**src/rtl/ccs_regs.svh**
```systemverilog
// Register map, field positions, codes and timing constants of the clock control block
`ifndef CCS_REGS_SVH
`define CCS_REGS_SVH
`define CCS_ADDR_CLKSRC 8'ha9
`define CCS_ADDR_MULT 8'hb9
`define CCS_RESET_VAL 8'h00
`define CCS_RDATA_IDLE 8'h00
`define CCS_MC_EN_BIT 7
`define CCS_MC_INIT_BIT 6
`define CCS_MC_RDY_BIT 5
`define CCS_MC_SEL_MSB 1
`define CCS_MC_SEL_LSB 0
`define CCS_MC_WMASK 8'hc3
`define CCS_CS_USB_MSB 6
`define CCS_CS_USB_LSB 4
`define CCS_CS_SYS_MSB 2
`define CCS_CS_SYS_LSB 0
`define CCS_CS_WMASK 8'h77
`define CCS_MSEL_INT 2'b00
`define CCS_MSEL_EXT 2'b01
`define CCS_MSEL_EXT2 2'b10
`define CCS_USB_MULT 3'b000
`define CCS_USB_INT2 3'b001
`define CCS_USB_EXT 3'b010
`define CCS_USB_EXT2 3'b011
`define CCS_USB_EXT3 3'b100
`define CCS_USB_EXT4 3'b101
`define CCS_SYS_INT 3'b000
`define CCS_SYS_EXT 3'b001
`define CCS_SYS_MULT2 3'b010
`define CCS_SYS_MULT 3'b011
`define CCS_SYS_LF 3'b100
`define CCS_MULT_FACTOR 4
`define CCS_CLK_PERIOD_NS 5
`define CCS_MULT_LOCK_NS 2000
`define CCS_SWITCH_NS 20
`endif

```
**src/rtl/ccs_pkg.sv**
```systemverilog
// Types shared by the clock control block
package ccs_pkg;
  // Frequency in kHz
  typedef logic [23:0] ccs_khz_t;
  // Register port request
  typedef struct packed {
    logic [7:0] addr;
    logic [7:0] wdata;
    logic wr;
    logic rd;
  } ccs_bus_req_t;
  // Oscillator indications from outside the clock domain
  typedef struct packed {
    logic ext_settled;
    logic xtal_mode;
    logic lf_ready;
  } ccs_src_t;
  // Status outputs
  typedef struct packed {
    logic mult_on;
    logic mult_locked;
    logic crystal_valid;
    logic ext_periph_avail;
  } ccs_status_t;
  // Frequencies of the selected clocks
  typedef struct packed {
    ccs_khz_t sys_khz;
    ccs_khz_t usb_khz;
    ccs_khz_t mult_khz;
  } ccs_freq_t;
  // Glitch-free switch sequence
  typedef enum logic [1:0] {ccs_sw_idle, ccs_sw_gate, ccs_sw_settle} ccs_sw_state_t;
endpackage : ccs_pkg

```
**src/rtl/ccs_top.sv**
```systemverilog
// Clock multiplier control and system/USB clock source selection
//
// The address-and-strobe port was left to the implementer.
`include "ccs_regs.svh"

// Gated changeover of one clock multiplexer
module ccs_glitch_switch #(
  parameter int unsigned GATE_CYC = 4
) (
  input wire logic clk_sys,
  input wire logic sys_rst,
  input wire logic [2:0] want,
  input wire logic want_ok,
  output logic [2:0] applied,
  output logic hold
);
  import ccs_pkg::*;

  ccs_sw_state_t state; // Sequence state
  logic [15:0] cnt; // Gate time counter
  logic [2:0] pending; // Code being switched to

  // Elaboration check on the gate time
  if (GATE_CYC < 1 || GATE_CYC > 65535) begin : g_bad_gate
    $error("ccs_glitch_switch: GATE_CYC out of range");
  end

  // Old clock is gated off, then the new one is taken, then it runs before release
  always_ff @(posedge clk_sys or posedge sys_rst) begin
    if (sys_rst) begin
      state <= ccs_sw_idle;
      cnt <= 16'h0000;
      pending <= 3'h0;
      applied <= 3'h0;
    end else begin
      case (state)
        ccs_sw_idle: begin
          if (want_ok && want != applied) begin
            pending <= want;
            cnt <= 16'h0000;
            state <= ccs_sw_gate;
          end
        end
        ccs_sw_gate: begin
          if (cnt == 16'(GATE_CYC - 1)) begin
            applied <= pending;
            cnt <= 16'h0000;
            state <= ccs_sw_settle;
          end else begin
            cnt <= cnt + 16'h0001;
          end
        end
        // New source runs gated before release
        ccs_sw_settle: begin
          if (cnt == 16'(GATE_CYC - 1)) begin
            state <= ccs_sw_idle;
          end else begin
            cnt <= cnt + 16'h0001;
          end
        end
        default: begin
          state <= ccs_sw_idle;
        end
      endcase
    end
  end

  // Output clock held while the changeover runs
  assign hold = (state != ccs_sw_idle);
endmodule : ccs_glitch_switch

// Top of the clock control block
module ccs_top #(
  parameter int unsigned INT_OSC_KHZ = 12000, // Internal oscillator rate
  parameter int unsigned EXT_OSC_KHZ = 12000, // External oscillator rate
  parameter int unsigned LF_OSC_KHZ = 80 // Low-frequency oscillator rate
) (
  input wire logic clk_sys,
  input wire logic sys_rst,
  input wire ccs_pkg::ccs_bus_req_t bus,
  output logic [7:0] rdata,
  input wire ccs_pkg::ccs_src_t src_pins,
  input wire logic int_osc_on,
  input wire logic variant_48_strap,
  output logic [1:0] mult_input_sel,
  output logic [2:0] sys_sel,
  output logic [2:0] usb_sel,
  output logic sys_clk_hold,
  output logic usb_clk_hold,
  output ccs_pkg::ccs_status_t status,
  output ccs_pkg::ccs_freq_t freq
);
  import ccs_pkg::*;

  localparam int unsigned LOCK_CYC =
    (`CCS_MULT_LOCK_NS + `CCS_CLK_PERIOD_NS - 1) / `CCS_CLK_PERIOD_NS;
  localparam int unsigned GATE_CYC =
    (`CCS_SWITCH_NS + `CCS_CLK_PERIOD_NS - 1) / `CCS_CLK_PERIOD_NS;

  // Elaboration check on frequencies
  if (INT_OSC_KHZ == 0 || EXT_OSC_KHZ == 0 || LF_OSC_KHZ == 0 ||
      EXT_OSC_KHZ * `CCS_MULT_FACTOR > 24'hffffff) begin : g_bad_freq
    $error("ccs_top: oscillator frequency out of range");
  end

  ccs_src_t src_meta; // First synchroniser stage
  ccs_src_t src_sync; // Second synchroniser stage
  logic variant_48; // Captured strap
  logic strap_taken; // Strap captured since reset
  logic mult_en; // Multiplier enable bit
  logic mult_init; // Initialise bit as written
  logic [1:0] mult_sel; // Multiplier input field
  logic [2:0] usb_field; // USB clock field as written
  logic [2:0] sys_field; // System clock field as written
  logic lock_run; // Lock sequence running
  logic mult_locked; // Multiplier locked
  logic [15:0] lock_cnt; // Lock time counter
  logic wr_mult; // Write to multiplier control
  logic wr_clksrc; // Write to clock select
  logic ext_ok; // External oscillator settled
  logic mult_src_ok; // Multiplier input available
  logic sys_ok; // Requested system source usable
  logic usb_ok; // Requested USB source usable
  ccs_khz_t next_mult_khz; // Multiplier output rate
  ccs_khz_t next_sys_khz; // System clock rate
  ccs_khz_t next_usb_khz; // USB clock rate

  // Is a system clock code valid and its source ready
  function automatic logic sys_code_ok(input logic [2:0] code, input logic int_on,
                                       input logic ext_r, input logic lock,
                                       input logic lf_r, input logic v48);
    case (code)
      `CCS_SYS_INT: sys_code_ok = int_on;
      `CCS_SYS_EXT: sys_code_ok = ext_r;
      `CCS_SYS_MULT2: sys_code_ok = lock;
      `CCS_SYS_MULT: sys_code_ok = lock & v48;
      `CCS_SYS_LF: sys_code_ok = lf_r;
      default: sys_code_ok = 1'b0;
    endcase
  endfunction : sys_code_ok

  // Is a USB clock code valid and its source ready
  function automatic logic usb_code_ok(input logic [2:0] code, input logic int_on,
                                       input logic ext_r, input logic lock);
    case (code)
      `CCS_USB_MULT: usb_code_ok = lock;
      `CCS_USB_INT2: usb_code_ok = int_on;
      `CCS_USB_EXT, `CCS_USB_EXT2, `CCS_USB_EXT3, `CCS_USB_EXT4: usb_code_ok = ext_r;
      default: usb_code_ok = 1'b0;
    endcase
  endfunction : usb_code_ok

  // Rate of the multiplier input for a given input choice
  function automatic ccs_khz_t mult_in_khz(input logic [1:0] code);
    case (code)
      `CCS_MSEL_INT: mult_in_khz = 24'(INT_OSC_KHZ);
      `CCS_MSEL_EXT: mult_in_khz = 24'(EXT_OSC_KHZ);
      `CCS_MSEL_EXT2: mult_in_khz = 24'(EXT_OSC_KHZ / 2);
      default: mult_in_khz = 24'h000000;
    endcase
  endfunction : mult_in_khz

  // Two-flop synchroniser for the oscillator indications
  always_ff @(posedge clk_sys or posedge sys_rst) begin
    if (sys_rst) begin
      src_meta <= '0;
      src_sync <= '0;
    end else begin
      src_meta <= src_pins;
      src_sync <= src_meta;
    end
  end

  // Variant strap caught at the first edge after reset release
  always_ff @(posedge clk_sys or posedge sys_rst) begin
    if (sys_rst) begin
      strap_taken <= 1'b0;
      variant_48 <= 1'b0;
    end else if (!strap_taken) begin
      strap_taken <= 1'b1;
      variant_48 <= variant_48_strap;
    end
  end

  // Address decode of writes
  assign wr_mult = bus.wr && bus.addr == `CCS_ADDR_MULT;
  assign wr_clksrc = bus.wr && bus.addr == `CCS_ADDR_CLKSRC;

  // Multiplier control register
  always_ff @(posedge clk_sys or posedge sys_rst) begin
    if (sys_rst) begin
      mult_en <= 1'b0;
      mult_init <= 1'b0;
      mult_sel <= 2'b00;
    end else if (wr_mult) begin
      mult_en <= bus.wdata[`CCS_MC_EN_BIT];
      mult_init <= bus.wdata[`CCS_MC_INIT_BIT];
      mult_sel <= bus.wdata[`CCS_MC_SEL_MSB:`CCS_MC_SEL_LSB];
    end
  end

  // Clock select register; unused bits are never stored
  always_ff @(posedge clk_sys or posedge sys_rst) begin
    if (sys_rst) begin
      usb_field <= `CCS_USB_MULT;
      sys_field <= `CCS_SYS_INT;
    end else if (wr_clksrc) begin
      usb_field <= bus.wdata[`CCS_CS_USB_MSB:`CCS_CS_USB_LSB];
      sys_field <= bus.wdata[`CCS_CS_SYS_MSB:`CCS_CS_SYS_LSB];
    end
  end

  // Source readiness
  assign ext_ok = src_sync.ext_settled;
  assign mult_src_ok = (mult_sel == `CCS_MSEL_INT) ? int_osc_on :
                       (mult_sel == `CCS_MSEL_EXT || mult_sel == `CCS_MSEL_EXT2) ? ext_ok :
                       1'b0;

  // Lock sequence: started by an init write while already enabled
  always_ff @(posedge clk_sys or posedge sys_rst) begin
    if (sys_rst) begin
      lock_run <= 1'b0;
      lock_cnt <= 16'h0000;
      mult_locked <= 1'b0;
    end else if (!mult_en || !mult_src_ok ||
                 (wr_mult && !bus.wdata[`CCS_MC_EN_BIT])) begin
      // Off or input lost: lock is dropped
      lock_run <= 1'b0;
      lock_cnt <= 16'h0000;
      mult_locked <= 1'b0;
    end else if (wr_mult && bus.wdata[`CCS_MC_INIT_BIT]) begin
      lock_run <= 1'b1;
      lock_cnt <= 16'h0000;
      mult_locked <= 1'b0;
    end else if (lock_run) begin
      if (lock_cnt == 16'(LOCK_CYC - 1)) begin
        lock_run <= 1'b0;
        mult_locked <= 1'b1;
      end else begin
        lock_cnt <= lock_cnt + 16'h0001;
      end
    end
  end

  assign sys_ok = sys_code_ok(sys_field, int_osc_on, ext_ok, mult_locked,
                              src_sync.lf_ready, variant_48);
  assign usb_ok = usb_code_ok(usb_field, int_osc_on, ext_ok, mult_locked);

  // System clock changeover
  ccs_glitch_switch #(.GATE_CYC(GATE_CYC)) u_sys_switch (
    .clk_sys(clk_sys),
    .sys_rst(sys_rst),
    .want(sys_field),
    .want_ok(sys_ok),
    .applied(sys_sel),
    .hold(sys_clk_hold)
  );

  // USB clock changeover
  ccs_glitch_switch #(.GATE_CYC(GATE_CYC)) u_usb_switch (
    .clk_sys(clk_sys),
    .sys_rst(sys_rst),
    .want(usb_field),
    .want_ok(usb_ok),
    .applied(usb_sel),
    .hold(usb_clk_hold)
  );

  // Rates of the selected clocks
  always_comb begin
    next_mult_khz = mult_locked ? 24'(mult_in_khz(mult_sel) * `CCS_MULT_FACTOR) : 24'h000000;
    case (sys_sel)
      `CCS_SYS_INT: next_sys_khz = 24'(INT_OSC_KHZ);
      `CCS_SYS_EXT: next_sys_khz = 24'(EXT_OSC_KHZ);
      `CCS_SYS_MULT2: next_sys_khz = next_mult_khz >> 1;
      `CCS_SYS_MULT: next_sys_khz = next_mult_khz;
      `CCS_SYS_LF: next_sys_khz = 24'(LF_OSC_KHZ);
      default: next_sys_khz = 24'h000000;
    endcase
    case (usb_sel)
      `CCS_USB_MULT: next_usb_khz = next_mult_khz;
      `CCS_USB_INT2: next_usb_khz = 24'(INT_OSC_KHZ / 2);
      `CCS_USB_EXT: next_usb_khz = 24'(EXT_OSC_KHZ);
      `CCS_USB_EXT2: next_usb_khz = 24'(EXT_OSC_KHZ / 2);
      `CCS_USB_EXT3: next_usb_khz = 24'(EXT_OSC_KHZ / 3);
      `CCS_USB_EXT4: next_usb_khz = 24'(EXT_OSC_KHZ / 4);
      default: next_usb_khz = 24'h000000;
    endcase
  end

  // Registered rate and status outputs
  always_ff @(posedge clk_sys or posedge sys_rst) begin
    if (sys_rst) begin
      freq <= '0;
      status <= '0;
    end else begin
      freq.mult_khz <= next_mult_khz;
      // Clock held during changeover shows as zero rate
      freq.sys_khz <= sys_clk_hold ? 24'h000000 : next_sys_khz;
      freq.usb_khz <= usb_clk_hold ? 24'h000000 : next_usb_khz;
      status.mult_on <= mult_en;
      status.mult_locked <= mult_locked;
      status.crystal_valid <= src_sync.xtal_mode & src_sync.ext_settled;
      status.ext_periph_avail <= ext_ok;
    end
  end

  // Multiplier input choice driven to the analog block
  assign mult_input_sel = mult_sel;

  // Read data one cycle after the read strobe, zero otherwise
  always_ff @(posedge clk_sys or posedge sys_rst) begin
    if (sys_rst) begin
      rdata <= `CCS_RDATA_IDLE;
    end else if (bus.rd && bus.addr == `CCS_ADDR_MULT) begin
      rdata <= {mult_en, mult_init, mult_locked, 3'b000, mult_sel};
    end else if (bus.rd && bus.addr == `CCS_ADDR_CLKSRC) begin
      rdata <= {1'b0, usb_field, 1'b0, sys_field};
    end else begin
      rdata <= `CCS_RDATA_IDLE;
    end
  end
endmodule : ccs_top

```
**config.mk**
```make
export PLATFORM = sky130hd
export DESIGN_NAME = ccs_top
export DESIGN_NICKNAME = d
export VERILOG_FILES = /design/src/rtl/ccs_pkg.sv /design/src/rtl/ccs_top.sv
export VERILOG_INCLUDE_DIRS = /design/src /design/src/rtl
export SDC_FILE = /design/constraint.sdc
export NUM_CORES = 1
export LEC_CHECK = 0
export BUFFER_PORTS_ARGS = -buffer_cell sky130_fd_sc_hd__buf_2
export CAP_MARGIN = 20
export CORE_MARGIN = 2
export CORE_UTILIZATION = 25
export CTS_CLUSTER_SIZE = 10
export DETAILED_ROUTE_END_ITERATION = 16
export MAX_ROUTING_LAYER = met4
export PLACE_DENSITY = 0.43
export SKIP_LAST_GASP = 1
export SLEW_MARGIN = 20
export SYNTH_ARGS = -nofsm -noshare
export SYNTH_HDL_FRONTEND = slang
export SYNTH_SLANG_ARGS = --single-unit
```
**constraint.sdc**
```tcl
create_clock -name clk_sys -period 3.55 [get_ports clk_sys]
set_input_delay 0 -clock clk_sys [delete_from_list [all_inputs] [get_ports clk_sys]]
set_output_delay 0 -clock clk_sys [all_outputs]
set_load 0.01 [all_outputs]
```
Word level (Yosys, flattened, before mapping)
Index checks and enable logic that the tools add are counted.
W data, S select, Z words.
{"block": "totals", "ff_bits": 168, "word_cells": 158, "output_inout_bits": 94, "input_bits": 25}
{"block": "classes", "n_reduce_logical": 41, "add_sub_neg": 3, "bitwise": 2, "mux": 40, "eq_ne": 40}
{"cell": "$mux W16", "count": 10}
{"cell": "$pmux W24 S5", "count": 1}
{"cell": "$pmux W16 S3", "count": 2}
{"cell": "$pmux W24 S4", "count": 1}
{"cell": "$mux W24", "count": 3}
{"cell": "$add A16 B1 Y16 const B", "count": 3}
{"cell": "$eq A16 B2 Y1 const B", "count": 2}
{"cell": "$pmux W14 S2", "count": 1}
{"cell": "$eq A3 B2 Y1 const B", "count": 8}
{"cell": "$eq A3 B3 Y1 const B", "count": 6}
{"cell": "$eq A16 B9 Y1 const B", "count": 1}
{"cell": "$eq A8 B8 Y1 const B", "count": 2}
{"cell": "$eq A3 B1 Y1 const B", "count": 4}
{"cell": "$logic_not A3 Y1", "count": 4}
{"cell": "$mux W2", "count": 6}
{"cell": "$ne A2 B1 Y1 const B", "count": 6}
{"cell": "$pmux W2 S3", "count": 2}
{"cell": "$reduce_and A2 Y1", "count": 6}
{"cell": "$reduce_and A3 Y1", "count": 4}
{"cell": "$reduce_bool A3 Y1", "count": 4}
{"cell": "$mux W1", "count": 10}
{"cell": "$logic_and A1 B1 Y1", "count": 8}
{"cell": "$mux W8", "count": 1}
{"cell": "$mux W7", "count": 1}
{"cell": "14 further kinds", "count": 30}

Logic depth before layout (Yosys ltp)
Gate-level depths: netlist (run 1).
{"block": "logic_depth", "word_depth": 9, "mapped_depth": 9, "depth_no_buf": 8}

By module
From an unflattened synthesis (run 1), not the netlist that was laid out.
{"block": "unflattened", "hier_cells": 603, "area_unflattened_um2": 6190.9}
{"mod": "ccs_top", "seq_area_each_um2": 1776.7, "area_per_inst_um2": 3385.7, "cells_each": 313, "instances": 1}
{"mod": "ccs_glitch_switch", "seq_area_each_um2": 600.6, "area_per_inst_um2": 1402.6, "cells_each": 145, "instances": 2}

Least setup slack after synthesis (run 1)
No wires, ideal clock.
{"block": "synth_path", "path_kind": "reg2reg", "startpoint": "register lock_cnt[14]", "endpoint": "register lock_cnt[13]", "path_stages_with_launch": 7, "arrival_ns": 1.988, "n_path_buf": 0, "synth_period_minus_slack_ns": 2.120, "setup_time_ns": 0.132, "slack_ns": 1.430, "path_cell_list": "dfrtp_1 -> or4_4 -> o41ai_4 -> nor2_2 -> and4_1 -> xnor2_1 -> nor2_1"}
{"block": "synth_between", "elab_chain_cells": 3}
{"item": "start: declaration", "line_no": "ccs_top.sv:117", "rtl": "logic [15:0] lock_cnt;"}
{"item": "start signal: assignment", "line_no": "ccs_top.sv:240", "rtl": "lock_cnt <= lock_cnt + 16'h0001;"}
{"item": "$eq A16 B9 Y1", "line_no": "ccs_top.sv:236", "rtl": "if (lock_cnt == 16'(LOCK_CYC - 1)) begin"}
{"item": "$ne A3 B3 Y1 (no source line)"}
{"item": "$reduce_and A2 Y1 (no source line)"}
Every way passes these cells.
A chain may end at the register's enable or synchronous reset.

Worst setup path in the final report (run 1)
{"block": "layout_path", "startpoint": "register lock_cnt[13]", "endpoint": "register lock_cnt[13]"}
{"block": "layout_between", "elab_chain_cells": 5}
{"item": "$add A16 B1 Y16", "line_no": "ccs_top.sv:240"}
{"item": "$mux W16", "line_no": "ccs_top.sv:236"}
{"item": "$mux W16", "line_no": "ccs_top.sv:235", "rtl": "end else if (lock_run) begin"}
{"item": "$mux W16", "line_no": "ccs_top.sv:231", "rtl": "end else if (wr_mult && bus.wdata[`CCS_MC_INIT_BIT]) begin"}
{"item": "$mux W16", "line_no": "ccs_top.sv:225", "rtl": "end else if (!mult_en || !mult_src_ok ||"}
Parallel ways exist; a longest one is shown, timed or not. The select of a mux whose other input is x is not followed.

==> results.sh, run 1 <==
export IMPL_ys_top_cells_by_area="dfrtp_1 (50%), buf_4 (6.1%), xnor2_1 (5.0%), nor2_1 (4.3%), mux2_2 (3.8%)"
export IMPL_worst_setup_path_end_kind="flop"
export IMPL_wl_met2_mm=6.59
export IMPL_skew_ns=0.00969
export IMPL_cts_tree="built"
export IMPL_nets=729
export IMPL_synth_seq_area_share=0.497
export IMPL_p_leak_uw=0.00338
export IMPL_clock_latency_ns=0.42
export IMPL_core_area_mm2=0.0235
export IMPL_drive_gt1_frac=0.215
export IMPL_die_h_um=159
export IMPL_outcome="finished clean"
export IMPL_max_stage_delay_ns=0.63
export IMPL_die_w_um=159
export IMPL_async_flop_share=1.00
export IMPL_hold_depth=5
export IMPL_setup_tns_ns=0
export IMPL_grt_pass1_wl_mm=23.0
export IMPL_yosys_area_top_type="dfrtp_1"
export IMPL_path_depth=6
export IMPL_boundaryPins=119
export IMPL_synth_distinct_cells=57
export IMPL_worst_pin_slew_ns=0.819
export IMPL_syn_cell_area_mm2=0.00599
export IMPL_clk_path_buf_depth=2
export IMPL_ys_warn_count=0
export IMPL_cts_buffers=17
export IMPL_crit_required_ns=3.85
export IMPL_finalCritPeriodShare=0.674
export IMPL_fin_crit_ns=2.39
export IMPL_finalHoldViolCount=0
export IMPL_io_buffers=79
export IMPL_via_per_inst=4.39
export IMPL_synth_edff_count=0
export IMPL_crit_family="simple AND/OR/NAND/NOR gates"
export IMPL_path_max_fanout=9
export IMPL_power_uw=3650
export IMPL_crit_type="flop to flop"
export IMPL_max_slew_margin=0.449
export IMPL_cp_cell_sequence="or4_1 -> o41ai_4 -> nor2_2 -> and4_1 -> xnor2_1 -> nor2_1"
export IMPL_ff2ff_path_depth=6
export IMPL_fmax_mhz=418
export IMPL_ant_nets=0
export IMPL_max_cap_violations=0
export IMPL_synth_flop_cell="dfrtp_1"
export IMPL_rows=56
export IMPL_fin_ws_ns=1.16
export IMPL_cp_start_kind="flop"
export IMPL_synth_top_cell_area_share=0.497
export IMPL_grt_pass1_vias=4584
export IMPL_syn_inst=598
export IMPL_ir_drop_mv=0.300
export IMPL_whs_ns=0.0469
export IMPL_antenna_found_initial=0
export IMPL_post_cts_resized=0
export IMPL_diodes=0
export IMPL_totalWireLength_mm=13.7
export IMPL_vias=4486
export IMPL_dieArea_mm2=0.0252
export IMPL_wl_met1_mm=6.32
export IMPL_route_met3_wl_um=605
export IMPL_top_layer="met4"
export IMPL_overflow=0
export IMPL_dp_hpwl_mm=9.84
export IMPL_maxSlewViolCount=0
export IMPL_powerDensity_mw_per_mm2=499
export IMPL_min_path_type="primary input to flop"
export IMPL_grt_use_total=0.116
export IMPL_cp_num_buf_inv=0
export IMPL_synth_seq_cells=119
export IMPL_drtIter0Drc=219
export IMPL_gp_congestion=0.785
export IMPL_dp_slack_ns=1.18
export IMPL_cp_data_arrival_time_ns=2.69
export IMPL_area_delta_synth_final_pct=22.0
export IMPL_cts_sinks=119
export IMPL_dr_pass1_iters=4
export IMPL_layout_commonest_cell="dfrtp_1"
export IMPL_layout_common_cells="dfrtp_1 (119), buf_2 (79), nor2_1 (68), nand2_1 (48), conb_1 (39)"
export IMPL_root_buffer="clkbuf_16"
export IMPL_grt_start_max_net_pins=52
export IMPL_wire_per_inst_um=13.4
export IMPL_drcViolationCount=0
export IMPL_htreeDepth=4
export IMPL_clkTransAtPathRegs_ns=0.06
export IMPL_initial_core_util=0.255
export IMPL_crit_path_top_delay_cell="o41ai_4"
export IMPL_setup_viol=0
export IMPL_avgSynthCellArea_um2=10.0
export IMPL_grt_setup_unrepaired="false"
[cell families after synthesis]
| logic type | share of synthesized area |
|---|---|
| xor gates and xnor gates | 0.0585 |
| buffers and inverters | 0.0896 |
| and+or+nand+nor | 0.188 |
| DFF | 0.497 |
| other | 0.00125 |
| adders and majority gates | 0.0313 |
| muxes | 0.0510 |
| AOI/OAI and AO/OA | 0.0829 |
[Yosys cell counts, types with 15 or more instances]
| master | instances |
|---|---|
| dfrtp_1 | 119 |
| inv_1 | 28 |
| mux2_2 | 20 |
| nor3_1 | 16 |
| nand2_1 | 48 |
| o21ai_0 | 15 |
| xnor2_1 | 34 |
| nor2_1 | 68 |
| buf_4 | 49 |
| a21oi_1 | 32 |
| nand3_1 | 18 |
| ha_1 | 15 |
[worst register-to-register path, delay by kind of cell, from the launching register on]
kind	cells	cell delay [ns]
xor+xnor	1	0.13
flops	1	0.42
simple gates	4	1.10
compound gates	1	0.63
[area by class of cell]
type | count | area (um^2)
tap | 319 | 399
multi-input combinational | 423 | 2620
clock inverter | 13 | 170
sequential | 119 | 2980
inverter | 28 | 108
fill | 2472 | 16200
timing repair buffer | 100 | 593
clock buffer | 19 | 443
[report_power, final]
| group | switching (uW) | internal, uW |
|---|---|---|
| sequential | 35.6 | 1410 |
| combinational | 284 | 144 |
| clock | 646 | 1130 |
[final timing paths]
check                                         startpoint                            end  slack [ns]
worst min register to register     src_meta[0]$_DFF_PP0_          src_sync[0]$_DFF_PP0_        0.35
min in group asynchronous                        sys_rst             freq[61]$_DFF_PP0_        0.22
worst max register to register  lock_cnt[13]$_DFFE_PP0P_       lock_cnt[13]$_DFFE_PP0P_        1.16
max in group asynchronous                        sys_rst  mult_input_sel[1]$_DFFE_PP0N_        2.34
worst min-delay path                             bus[12]          mult_init$_DFFE_PP0N_        0.05
worst max-delay path            lock_cnt[13]$_DFFE_PP0P_       lock_cnt[13]$_DFFE_PP0P_        1.16
[registers in the layout, indices dropped and copies added (netlist names), 2 cells and up]
signal,flops
u_sys_switch.cnt,16
usb_field,3
freq,24
u_sys_switch.applied,3
u_usb_switch.cnt,16
lock_cnt,16
u_sys_switch.state,2
u_usb_switch.applied,3
u_usb_switch.state,2
sys_field,3
u_usb_switch.pending,3
u_sys_switch.pending,3
status,4
src_sync,2
src_meta,3
mult_input_sel,2
rdata,7
[per-stage QoR]
stage	instances	area [um^2]	utilization
finish	1021	7310	0.311
global route	1021	7310	0.311
CTS	1021	7310	0.311
detailed placement	973	6530	0.278
global placement	973	6530	0.278
floorplan	635	6130	-
[layer usage]
| metal | vias to the layer above | track usage |
|---|---|---|
| li1 | 2152 | - |
| met1 | 2197 | 0.144 |
| met2 | 121 | 0.183 |
| met3 | 16 | 0.0313 |
| met4 | 0 | 0.0388 |
| met5 | - | - |
[timing repair]
item	in CTS	in global routing
buffers inserted	0	0
hold endpoints to repair	71	0
hold buffers	16	0
No activity file was read; power rests on OpenSTA's default activity.
==> inputs of run 2 (changes only) <==
--- a/config.mk
+++ b/config.mk
@@ -6,6 +6,7 @@
 export SDC_FILE = /design/constraint.sdc
 export NUM_CORES = 1
 export LEC_CHECK = 0
+export ABC_AREA = 1
 export BUFFER_PORTS_ARGS = -buffer_cell sky130_fd_sc_hd__buf_2
 export CAP_MARGIN = 20
 export CORE_MARGIN = 2
@@ -13,7 +14,7 @@
 export CTS_CLUSTER_SIZE = 10
 export DETAILED_ROUTE_END_ITERATION = 16
 export MAX_ROUTING_LAYER = met4
-export PLACE_DENSITY = 0.43
+export PLACE_DENSITY = 0.42
 export SKIP_LAST_GASP = 1
 export SLEW_MARGIN = 20
 export SYNTH_ARGS = -nofsm -noshare
==> constraint.sdc (replaced) <==
create_clock -name clk_sys -period 2.33 [get_ports clk_sys]
set_input_delay 0 -clock clk_sys [delete_from_list [all_inputs] [get_ports clk_sys]]
set_output_delay 0 -clock clk_sys [all_outputs]
set_load 0.01 [all_outputs]
==> run 2 against run 1 <==
Against the previous run:
- count of clock-buffer cells in the layout down 2
- final area up 15%
- sequential cell count is the same
- first-iteration DRC count rose by 61%
- critical path type unchanged
- critical path depth increased by 2
- largest cell class is now multi-input gates
- global-route usage grew 1.1 points
- clock skew grew 0.0054 ns
- largest power group unchanged
- non-clock buffer count up 7
- cell count up 39%
- via count is 32% higher
- setup slack worse by 0.73 ns
==> results.sh, run 2 <==
export IMPL_fmax_mhz=525
export IMPL_finalCritPeriodShare=0.817
export IMPL_skew_ns=0.0151
export IMPL_max_stage_delay_ns=0.41
export IMPL_io_buffers=79
export IMPL_antenna_found_initial=0
export IMPL_crit_required_ns=2.66
export IMPL_root_buffer="clkbuf_16"
export IMPL_via_per_inst=4.15
export IMPL_post_cts_resized=0
export IMPL_synth_top_family_by_area="simple AND/OR/NAND/NOR gates"
export IMPL_area_delta_synth_final_pct=19.4
export IMPL_max_slew_margin=0.437
export IMPL_layout_commonest_cell="nand2_1"
export IMPL_dp_slack_ns=0.402
export IMPL_clk_path_buf_depth=2
export IMPL_fin_crit_ns=1.90
export IMPL_vias=5914
export IMPL_boundaryPins=119
export IMPL_cpMostUsedCell="nand2_1"
export IMPL_totalWireLength_mm=17.5
export IMPL_grt_pass1_wl_mm=28.9
export IMPL_async_flop_share=1.00
export IMPL_p_sw_uw=2530
export IMPL_synth_compound_area_frac=0.0760
export IMPL_syn_cell_area_mm2=0.00701
export IMPL_power_uw=6780
export IMPL_wire_per_inst_um=12.3
export IMPL_grt_use_total=0.127
export IMPL_route_met3_wl_um=688
export IMPL_drcViolationCount=0
export IMPL_overflow=0
export IMPL_syn_inst=943
export IMPL_internal_power_uw=4250
export IMPL_grt_pass1_vias=5599
export IMPL_synth_most_common_cell="nand2_1"
export IMPL_synth_seq_cells=119
export IMPL_powerDensity_mw_per_mm2=809
export IMPL_dr_pass1_iters=5
export IMPL_rows=61
export IMPL_maxSlewViolCount=0
export IMPL_avgSynthCellArea_um2=7.44
export IMPL_cts_tree="built"
export IMPL_die_h_um=171
export IMPL_grt_start_max_net_pins=33
export IMPL_drtIter0Drc=352
export IMPL_cp_start_kind="flop"
export IMPL_p_leak_uw=0.00416
export IMPL_synth_common_cells="nand2_1 (249), dfrtp_1 (119), inv_1 (117)"
export IMPL_p_comb_frac=0.267
export IMPL_worst_pin_slew_ns=0.843
export IMPL_dieArea_mm2=0.0294
export IMPL_min_path_type="primary input to flop"
export IMPL_crit_type="flop to flop"
export IMPL_ir_drop_mv=0.410
export IMPL_cp_data_arrival_time_ns=2.23
export IMPL_outcome="finished clean"
export IMPL_synth_edff_count=0
export IMPL_wl_met2_mm=7.82
export IMPL_initial_core_util=0.253
export IMPL_cp_cell_sequence="inv_1 -> ha_1 -> nand2_1 -> o21ai_0 -> nand2_1 -> nor2_2 -> nand2_2 -> a21oi_1"
export IMPL_nets=1073
export IMPL_setup_viol=0
export IMPL_synthAdderAreaFrac=0.0268
export IMPL_p_clk_frac=0.375
export IMPL_drive_gt1_frac=0.150
export IMPL_ys_top_cells_by_area="dfrtp_1 (42%), nand2_1 (13%), inv_1 (6.3%), nor2_1 (5.7%), buf_4 (5.4%)"
export IMPL_ant_nets=0
export IMPL_largest_register_ffs=24
export IMPL_clock_latency_ns=0.42
export IMPL_setup_tns_ns=0
export IMPL_max_cap_violations=0
export IMPL_cts_buffers=17
export IMPL_synth_flop_cell="dfrtp_1"
export IMPL_whs_ns=0.0165
export IMPL_cts_sinks=119
export IMPL_top_register="freq"
export IMPL_synth_seq_area_share=0.425
export IMPL_dp_hpwl_mm=13.2
export IMPL_clkTransAtPathRegs_ns=0.06
export IMPL_seq_power_share=0.359
export IMPL_grt_setup_unrepaired="false"
export IMPL_core_area_mm2=0.0277
export IMPL_layout_common_cells="nand2_1 (249), dfrtp_1 (119), inv_1 (116), nor2_1 (107), buf_2 (79)"
export IMPL_worst_setup_path_end_kind="flop"
export IMPL_muxShareOfSynthArea=0.00161
export IMPL_final_core_util=0.302
export IMPL_synth_top_cell_area_share=0.425
export IMPL_diodes=0
export IMPL_finalHoldViolCount=0
export IMPL_synth_xor_area_frac=0.0237
export IMPL_path_max_fanout=12
export IMPL_yosys_area_top_type="dfrtp_1"
export IMPL_htreeDepth=4
export IMPL_crit_path_top_delay_cell="dfrtp_1"
export IMPL_gp_congestion=0.843
export IMPL_wl_met1_mm=8.78
export IMPL_fin_ws_ns=0.426
export IMPL_synth_distinct_cells=39
export IMPL_ys_warn_count=0
export IMPL_die_w_um=171
export IMPL_synth_simple_gate_area_frac=0.308
export IMPL_sw_frac_of_total=0.373
export IMPL_top_layer="met4"
==> run 2: changes by cell type in the layout (fill, tap and decap cells not counted), sizes merged, moves of 27 or more <==
cell,change
inv,+96
xnor2,-27
nor2,+49
nand3,+56
o21ai,+32
nand2,+209
==> run 2: per-stage QoR <==
step                      area [um^2]  std cells
after detailed placement         7650       1377
after global placement           7650       1377
after floorplan                  7160        980
after CTS                        8380       1424
after global routing             8380       1424
final                            8380       1424
==> run 2: cells by family (layout without fill, tap and decap cells) <==
group | Yosys count | count (layout)
adder cells (fa/ha/maj) | 15 | 15
AND/OR/NAND/NOR | 498 | 498
multiplexers | 1 | 1
other | 2 | 39
XOR/XNOR | 19 | 19
AO/OA/AOI/OAI | 95 | 95
buffers and inverters | 194 | 260
flip-flops | 119 | 119
==> run 2: final timing paths <==
| kind | start | endpoint | slack (ns) | depth (start not counted) |
|---|---|---|---|---|
| min in group asynchronous | sys_rst | src_meta[2]$_DFF_PP0_ | 0.30 | 3 |
| hold / removal | bus[1] | mult_input_sel[0]$_DFFE_PP0N_ | 0.02 | 3 |
| setup reg to reg | mult_input_sel[0]$_DFFE_PP0N_ | lock_cnt[1]$_DFFE_PP0P_ | 0.43 | 8 |
| hold reg to reg | src_meta[2]$_DFF_PP0_ | ext_ok$_DFF_PP0_ | 0.35 | 0 |
| setup / recovery | mult_input_sel[0]$_DFFE_PP0N_ | lock_cnt[1]$_DFFE_PP0P_ | 0.43 | 8 |
| max in group asynchronous | sys_rst | u_sys_switch.pending[2]$_DFFE_PP0P_ | 1.35 | 4 |
==> run 2: worst max-delay path, delay by kind of cell, from the launching register on <==
kind	cells	cell delay, ns
flops	1	0.41
buf+inv	1	0.10
compound gates	2	0.36
simple gates	4	0.67
fa+ha+maj	1	0.28
==> run 2: area by class of cell <==
| class | count | area (um^2) |
|---|---|---|
| Clock buffer | 17 | 425 |
| Clock inverter | 15 | 151 |
| Fill cell | 3039 | 19300 |
| Inverter | 121 | 460 |
| Multi-Input combinational cell | 667 | 3210 |
| Sequential cell | 119 | 2980 |
| Tap cell | 378 | 473 |
| Timing Repair Buffer | 107 | 681 |
==> run 2: repair_timing <==
item                      in CTS  in global routing
hold buffers                  15                  0
hold endpoints to repair      47                  0
buffers inserted               0                  0
==> run 2: layer usage <==
metal / track usage / vias to the layer above
met5: - / -
li1: - / 3094
met2: 0.196 / 122
met3: 0.0230 / 11
met1: 0.171 / 2687
met4: 0.0365 / 0
==> run 2: power groups by stage <==
stage | clock [uW] | sequential [uW] | combinational (uW)
after floorplan | 0 | 2480 | 1250
after global placement | 0 | 2470 | 1830
after detailed placement | 0 | 2470 | 1820
after CTS | 2640 | 2430 | 1850
after global routing | 2720 | 2460 | 2090
final | 2540 | 2430 | 1810
